## src/rtl/mcgc_regs.vh

```
/*
 * Register map, field positions and reset values of the clock gating
 * and capability block.
 * Assumes inclusion by bare name from the block's design file.
 */
`ifndef MCGC_REGS_VH
`define MCGC_REGS_VH

`define MCGC_OFS_PIN_PRESENCE  12'h018
`define MCGC_OFS_PORT_PRESENCE 12'h01C
`define MCGC_OFS_RUN_GATES     12'h100
`define MCGC_OFS_SLEEP_GATES   12'h110
`define MCGC_OFS_DEEP_GATES    12'h120
`define MCGC_OFS_RUN_CONFIG    12'h060
`define MCGC_OFS_POWER_MODE    12'h064
`define MCGC_OFS_INT_STATUS    12'h068
`define MCGC_OFS_INT_MASK      12'h06C
`define MCGC_OFS_MAX_SPEED     12'h010

`define MCGC_BIT_WDT           3
`define MCGC_BIT_ADC           16
`define MCGC_BIT_PWM           20
`define MCGC_SPD_LO            8
`define MCGC_SPD_HI            9
`define MCGC_BIT_ACG           27

`define MCGC_GATE_MASK         32'h0011_0308
`define MCGC_GATE_RESET        32'h0000_0000
`define MCGC_PIN_PRESENCE_VAL  32'hBF3F_01FF
`define MCGC_PORT_PRESENCE_VAL 32'h0000_001F
`define MCGC_MAX_SPEED_CODE    2'h2

`define MCGC_MODE_RUN          2'h0
`define MCGC_MODE_SLEEP        2'h1
`define MCGC_MODE_DEEP         2'h2

`define MCGC_INT_FAULT         0
`define MCGC_INT_CLAMP         1

`endif

```

## src/rtl/mcgc_clock_gating.v

```verilog
/*
 * Per-unit clock gating, capability registers and gated-access fault
 * checking, reached by software over APB.
 * Assumes pclk at 50 MHz, presetn asynchronous active low, and that the
 * system decoder presents each peripheral access as a one-hot select.
 */
// Implementation choice: the APB slave port.
`timescale 1ns/100ps
`include "mcgc_regs.vh"

// Overview of operation
// - A set gate bit clocks its unit; clear leaves it unclocked.
// - Access to an unclocked peripheral is answered with a bus fault.
// - All gate bits read zero after reset.
// - Run, sleep and deep-sleep gate registers apply in their modes.
// - Sleep and deep-sleep gate registers apply only with auto gating selected.
// - Speed field 9:8 picks 500K, 250K or 125K samples per second.
// - Effective sample speed never exceeds the reported maximum.
// - Pin presence bits 5:0 read one for the PWM pins.
// - Pin presence bits 21:16 read one; bits 23:22 read zero.
// - Pin presence bits 8, 7 and 6 report comparator pins.
// - Port presence reads one in bits 4:0, zero above.
module mcgc_clock_gating (
    pclk,
    presetn,
    psel,
    penable,
    pwrite,
    paddr,
    pwdata,
    prdata,
    pready,
    pslverr,
    power_mode,
    periph_sel,
    periph_fault,
    pwm_clk_en,
    adc_clk_en,
    wdt_clk_en,
    converter_sample_speed,
    irq
);
    input  wire        pclk;
    input  wire        presetn;
    input  wire        psel;
    input  wire        penable;
    input  wire        pwrite;
    input  wire [11:0] paddr;
    input  wire [31:0] pwdata;
    output reg  [31:0] prdata;
    output reg         pready;
    output reg         pslverr;
    input  wire [1:0]  power_mode;
    input  wire [2:0]  periph_sel;
    output reg         periph_fault;
    output reg         pwm_clk_en;
    output reg         adc_clk_en;
    output reg         wdt_clk_en;
    output reg  [1:0]  converter_sample_speed;
    output reg         irq;

    ////////////////////////////////////////////////////////////////////////
    reg  [31:0] run_clock_gates_reg;
    reg  [31:0] sleep_clock_gates_reg;
    reg  [31:0] deep_sleep_clock_gates_reg;
    reg         auto_gating_select_reg;
    reg  [1:0]  int_status_reg;
    reg  [1:0]  int_mask_reg;
    reg  [31:0] gates_in_force;
    reg  [31:0] rd_next;
    reg         hit_next;
    wire        access;
    wire        wr;
    wire [2:0]  gate_vec;
    wire        fault_next;
    wire [1:0]  spd_req;
    wire        clamp_evt;
    wire [1:0]  event_vec;
    wire        first_access;
    wire        wr_run;
    wire        wr_sleep;
    wire        wr_deep;
    wire        wr_cfg;
    wire        wr_mask;
    wire        wr_sts;

    // Number of sticky interrupt sources held in the status register.
    localparam N_EVENTS = 2;

    assign access = psel & penable & pready;
    assign wr     = access & pwrite;

    // The first access cycle is where the answer is prepared; the slave
    // always answers in the cycle after it.
    assign first_access = psel & penable & ~pready;

    // True when the transfer addresses the given register offset.
    function is_reg;
        input [11:0] addr;
        input [11:0] ofs;
        begin
            is_reg = (addr == ofs);
        end
    endfunction

    // Clamp a requested speed code to the reported maximum.
    function [1:0] clamp_speed;
        input [1:0] code;
        begin
            if (code > `MCGC_MAX_SPEED_CODE) begin
                clamp_speed = `MCGC_MAX_SPEED_CODE;
            end else begin
                clamp_speed = code;
            end
        end
    endfunction

    // One write strobe per register keeps the decode in a single place, so
    // a new register cannot be written by a stray offset match.
    assign wr_run   = wr & is_reg(paddr, `MCGC_OFS_RUN_GATES);
    assign wr_sleep = wr & is_reg(paddr, `MCGC_OFS_SLEEP_GATES);
    assign wr_deep  = wr & is_reg(paddr, `MCGC_OFS_DEEP_GATES);
    assign wr_cfg   = wr & is_reg(paddr, `MCGC_OFS_RUN_CONFIG);
    assign wr_mask  = wr & is_reg(paddr, `MCGC_OFS_INT_MASK);
    assign wr_sts   = wr & is_reg(paddr, `MCGC_OFS_INT_STATUS);

    ////////////////////////////////////////////////////////////////////////
    // Sleep registers only take over when auto gating is selected; without
    // it the run settings stay in force so sleeping never loses a clock.
    always @* begin
        gates_in_force = run_clock_gates_reg;
        if (auto_gating_select_reg) begin
            case (power_mode)
                `MCGC_MODE_SLEEP: begin
                    gates_in_force = sleep_clock_gates_reg;
                end
                `MCGC_MODE_DEEP: begin
                    gates_in_force = deep_sleep_clock_gates_reg;
                end
                default: begin
                    gates_in_force = run_clock_gates_reg;
                end
            endcase
        end
    end

    // Ordered to match the one-hot select: bit 0 PWM, bit 1 ADC, bit 2 WDT.
    // A mismatch here would fault the wrong unit silently.
    assign gate_vec = {gates_in_force[`MCGC_BIT_WDT],
                       gates_in_force[`MCGC_BIT_ADC],
                       gates_in_force[`MCGC_BIT_PWM]};
    // Any attempt on a unit whose gate is off in the current mode faults,
    // whichever register set happens to be in force.
    assign fault_next = |(periph_sel & ~gate_vec);
    assign spd_req = gates_in_force[`MCGC_SPD_HI:`MCGC_SPD_LO];
    // Software is told when a run or sleep gate write asked for more speed than
    // the converter offers; the stored code is kept, only the output is limited.
    assign clamp_evt = (wr_run | wr_sleep) &&
                       (pwdata[`MCGC_SPD_HI:`MCGC_SPD_LO] >
                        `MCGC_MAX_SPEED_CODE);
    assign event_vec = {clamp_evt, fault_next};

    ////////////////////////////////////////////////////////////////////////
    // Read mux. Unmapped offsets clear hit_next, which turns into an error
    // response; mapped read-only words simply ignore writes.
    always @* begin
        hit_next = 1'b1;
        rd_next  = 32'h0000_0000;
        case (paddr)
            `MCGC_OFS_PIN_PRESENCE:  rd_next = `MCGC_PIN_PRESENCE_VAL;
            `MCGC_OFS_PORT_PRESENCE: rd_next = `MCGC_PORT_PRESENCE_VAL;
            `MCGC_OFS_MAX_SPEED: begin
                rd_next[`MCGC_SPD_HI:`MCGC_SPD_LO] = `MCGC_MAX_SPEED_CODE;
            end
            `MCGC_OFS_RUN_GATES:   rd_next = run_clock_gates_reg;
            `MCGC_OFS_SLEEP_GATES: rd_next = sleep_clock_gates_reg;
            `MCGC_OFS_DEEP_GATES:  rd_next = deep_sleep_clock_gates_reg;
            `MCGC_OFS_RUN_CONFIG: begin
                rd_next[`MCGC_BIT_ACG] = auto_gating_select_reg;
            end
            `MCGC_OFS_POWER_MODE: rd_next = {30'h0000_0000, power_mode};
            `MCGC_OFS_INT_STATUS: rd_next = {30'h0000_0000, int_status_reg};
            `MCGC_OFS_INT_MASK:   rd_next = {30'h0000_0000, int_mask_reg};
            default: begin
                hit_next = 1'b0;
            end
        endcase
    end

    ////////////////////////////////////////////////////////////////////////
    // One wait state: pready rises in the second access cycle, so every
    // transfer takes setup plus two access cycles.
    always @(posedge pclk or negedge presetn) begin
        if (!presetn) begin
            pready  <= 1'b0;
            pslverr <= 1'b0;
            prdata  <= 32'h0000_0000;
        end else begin
            pready  <= first_access;
            pslverr <= first_access & ~hit_next;
            prdata  <= (first_access & ~pwrite) ? rd_next : 32'h0000_0000;
        end
    end

    // Gate registers keep only their writable bits, so reserved and
    // read-only positions always read back as zero.
    always @(posedge pclk or negedge presetn) begin
        if (!presetn) begin
            run_clock_gates_reg <= `MCGC_GATE_RESET;
        end else if (wr_run) begin
            run_clock_gates_reg <= pwdata & `MCGC_GATE_MASK;
        end
    end

    always @(posedge pclk or negedge presetn) begin
        if (!presetn) begin
            sleep_clock_gates_reg <= `MCGC_GATE_RESET;
        end else if (wr_sleep) begin
            sleep_clock_gates_reg <= pwdata & `MCGC_GATE_MASK;
        end
    end

    always @(posedge pclk or negedge presetn) begin
        if (!presetn) begin
            deep_sleep_clock_gates_reg <= `MCGC_GATE_RESET;
        end else if (wr_deep) begin
            deep_sleep_clock_gates_reg <= pwdata & `MCGC_GATE_MASK;
        end
    end

    always @(posedge pclk or negedge presetn) begin
        if (!presetn) begin
            auto_gating_select_reg <= 1'b0;
        end else if (wr_cfg) begin
            auto_gating_select_reg <= pwdata[`MCGC_BIT_ACG];
        end
    end

    always @(posedge pclk or negedge presetn) begin
        if (!presetn) begin
            int_mask_reg <= 2'h0;
        end else if (wr_mask) begin
            int_mask_reg <= pwdata[1:0];
        end
    end

    // Status bits: a fresh event beats a write-one-to-clear, so an event
    // that lands with the clear is never lost to software.
    genvar gi;
    generate
        for (gi = 0; gi < N_EVENTS; gi = gi + 1) begin : g_sts
            always @(posedge pclk or negedge presetn) begin
                if (!presetn) begin
                    int_status_reg[gi] <= 1'b0;
                end else if (event_vec[gi]) begin
                    int_status_reg[gi] <= 1'b1;
                end else if (wr_sts && pwdata[gi]) begin
                    int_status_reg[gi] <= 1'b0;
                end
            end
        end
    endgenerate

    ////////////////////////////////////////////////////////////////////////
    // Enables are registered so that a mode change or a register write can
    // never glitch a unit's clock in mid-cycle; the cost is one cycle lag.
    always @(posedge pclk or negedge presetn) begin
        if (!presetn) begin
            pwm_clk_en             <= 1'b0;
            adc_clk_en             <= 1'b0;
            wdt_clk_en             <= 1'b0;
            converter_sample_speed <= 2'h0;
            periph_fault           <= 1'b0;
        end else begin
            pwm_clk_en             <= gates_in_force[`MCGC_BIT_PWM];
            adc_clk_en             <= gates_in_force[`MCGC_BIT_ADC];
            wdt_clk_en             <= gates_in_force[`MCGC_BIT_WDT];
            converter_sample_speed <= clamp_speed(spd_req);
            periph_fault           <= fault_next;
        end
    end

    // The interrupt line follows status and mask one cycle late, which
    // keeps it free of decode glitches for the interrupt controller.
    always @(posedge pclk or negedge presetn) begin
        if (!presetn) begin
            irq <= 1'b0;
        end else begin
            irq <= |(int_status_reg & int_mask_reg);
        end
    end
endmodule

```

## config.mk

```make
export PLATFORM = sky130hd
export DESIGN_NAME = mcgc_clock_gating
export DESIGN_NICKNAME = d
export VERILOG_FILES = /design/src/rtl/mcgc_clock_gating.v
export VERILOG_INCLUDE_DIRS = /design/src /design/src/rtl
export SDC_FILE = /design/constraint.sdc
export NUM_CORES = 1
export LEC_CHECK = 0
export BUFFER_PORTS_ARGS = -buffer_cell sky130_fd_sc_hd__buf_4
export CAP_MARGIN = 20
export CORE_ASPECT_RATIO = 0.7
export CORE_UTILIZATION = 45
export CTS_CLUSTER_SIZE = 14
export DETAILED_ROUTE_END_ITERATION = 6
export MAX_ROUTING_LAYER = met4
export PLACE_DENSITY_LB_ADDON = 0.25
export SKIP_LAST_GASP = 1
export SLEW_MARGIN = 30
export SYNTH_ARGS = -nofsm -noshare
export SYNTH_HDL_FRONTEND = slang
export SYNTH_SLANG_ARGS = --single-unit
```

## constraint.sdc

```tcl
create_clock -name pclk -period 1.8 [get_ports pclk]
set_clock_uncertainty 0.05 [all_clocks]
set_input_delay 0.36 -clock pclk [delete_from_list [all_inputs] [get_ports pclk]]
set_output_delay 0.36 -clock pclk [all_outputs]
set_load 0.01 [all_outputs]
```

==> results.ini <==
[run_status]
outcome = finished with violations
violations = design-rule violations

[sta]
finalMaxSlewViolations = 0
timing.final.crit_share_pct = 99.98
whs_ns = 0.2532
hold_viol_final = 0
rsz0062_at_grt = yes
setup_viol = 0
layout_min_cycle_time_ns = 1.800
fmax_mhz = 555.7
layout_setup_ws_ns = 0.0003615

[die]
die_w_microns = 84.90
ios = 95
num_rows = 20
die-height_microns = 60.03
core_area_sq_um = 4479
die-area_sq_um = 5096
initial_core_util_pct = 48.32

[synth]
synth_area_per_cell_sq_um = 10.51
ys_async_sr_fraction_pct = 100.0
synth_edf_count = 0
syn_inst = 206
synth.largest_area_cell = dfrtp_1
ys_seq_area_share_pct = 45.09
yosys.cell_count.top_type = dfrtp_1
ys_ff_latch = 39
synth_commonest_cells = dfrtp_1 (39), buf_4 (22), mux2_2 (16), nor2_1 (15), nand2_1 (11)
yosysWarnings = 0
ys.flop_type = dfrtp_1
synthDistinctLibCells = 47
synthTopCellsByArea = dfrtp_1 (45%), mux2_2 (8.3%), buf_4 (7.6%)
syn_area_sq_um = 2165
synth_top_area_share_pct = 45.09

[setup_path]
max_stage_delay_ns = 0.56
end_kind = register
arrival_ns = 1.92
startpoint_type = primary input
worst-path-max-fanout = 4
r2r-end = prdata[1]
reg2reg_depth = 4
ff2ff_setup_slack_ns = 0.14
slowest_stage = or4_4
worstPathRequired_ns = 1.92
r2r-start = pready
path_cells = buf_6, or4_4, or2_4, or3_4, mux2_4
worstSetupPathType = in2reg

[drt]
avgRoutedWirePerCell_microns = 15.75
ant_nets = 0
route.detailed.drc = 8
dr.pass1.iters = 7
drt-total-wl_mm = 5.435
drtIter0Drc = 108
via_count = 1848
vias_per_cell = 5.357

[clocking]
cts_tree = yes
cts.sinks = 39
cts-root-buf = clkbuf_8
clk_pin_slew_ns = 0.08
h-tree-depth = 2
cts_inserted_buffers = 5
cts_buffer_depth = 2
post_cts_buffers = 0
insertion_delay_ns = 0.30

[grt]
antenna_found_initial = 0
grtUsageTotal_pct = 24.19
overflow = 0
grt_start_max_net_pins = 40
grt_pass1_vias = 1771
grt_pass1_wl_mm = 8.887

[finish]
area_growth_pct = 37.69
final_cell_count_no_fill = 345
fin_nets = 345
n_fill_cell = 354
seqCellArea_sq_um = 975.9
regMostFlops = prdata
largest_reg_flops = 10
drive_gt1_share_pct = 48.62
multi_input_area_sq_um = 1075
diodes = 0

[min_path]
min_from = pwdata[27]
min_to = auto_gating_select_reg
min_path_type = in2reg
hold_depth = 3

[place]
port_buffers = 61
dp_slack_ns = -0.3462
post-dp-hpwl_mm = 4.199
dp.cells = 336
gp_congestion = 0.9611

[pwr]
p_per_area_nw_per_um2 = 562.8
cellLeakagePower_nw = 1.420
ir_drop_uv = 254.7

[run]
drv_cap = 0

[stage by stage]
stage	area [sq um]	power [mW]	util (%)	TNS (ns)
floorplan	2261	0.9808	-	-1.468
global placement	2848	1.095	63.58	-7.054
detailed placement	2848	1.098	63.58	-7.343
CTS	2954	1.685	65.95	-0.006207
global route	2980	1.753	66.54	-0.01667
finish	2980	1.677	66.54	0
[cell usage in the layout (no fill, tap or decap), drive strengths merged, types with 6 or more instances in the layout]
cell     n
buf     98
dfrtp   39
mux2    18
nor2    15
nand2   11
conb     9
inv      6
nor3     6
mux2i    6
clkbuf   6
[layer usage]
| metal | global-route usage (%) | part of all wire [%] | vias to the layer above |
|---|---|---|---|
| met4 | 5.811 | 0.74 | 0 |
| met3 | 5.249 | 7.4 | 5 |
| li1 | - | - | 890 |
| met5 | - | 0 | - |
| met2 | 35.19 | 42 | 73 |
| met1 | 34.63 | 50 | 880 |
[cell type report]
cell class | count | share of cell area [%]
tap | 55 | 2.309
multi-input combinational | 138 | 36.06
clock buffer | 6 | 2.435
clock inverter | 2 | 0.4198
inverter | 6 | 0.7557
timing repair buffer | 99 | 25.27
sequential | 39 | 32.75
[report_power, final]
group	internal (mW)	total, mW	switching (mW)
sequential	0.879	0.881	0.00198
combinational	0.101	0.207	0.107
clock	0.271	0.589	0.318
total	1.25	1.68	0.427
[kinds of logic after synthesis]
family / count (synthesis) / synth area share [%]
and+or+nand+nor: 66 / 17.63
other: 1 / 0.1732
buffers and inverters: 37 / 10.58
muxes: 24 / 12.49
DFF: 39 / 45.09
adders and majority gates: 2 / 1.156
AOI/OAI and AO/OA: 37 / 12.89
[how the worst max path moves through the flow]
stage / depth (start not counted) / start / slack [ns] / end
floorplan: 5 / paddr[9] / -0.24 / int_mask_reg[0]
global placement: 6 / paddr[1] / -0.32 / deep_sleep_clock_gates_reg[9]
detailed placement: 6 / paddr[1] / -0.35 / deep_sleep_clock_gates_reg[9]
CTS: 5 / paddr[9] / -0.006 / int_mask_reg[0]
global route: 5 / paddr[10] / -0.008 / int_mask_reg[0]
finish: 5 / paddr[10] / 0.0004 / int_mask_reg[0]
[worst max-delay path: cells and delay by family]
family	cells	cell delay, ns
multiplexers	1	0.30
buffers and inverters	1	0.09
AND/OR/NAND/NOR	3	1.17
[repair_timing]
| item | CTS | global route |
|---|---|---|
| hold endpoints to repair | 28 | 0 |
| gates resized for setup | 3 | 6 |
| endpoints found under the setup margin | 9 | 7 |
| pin swaps | 0 | 1 |
| hold buffers | 1 | 0 |
Power figures use the tool's default switching activity.
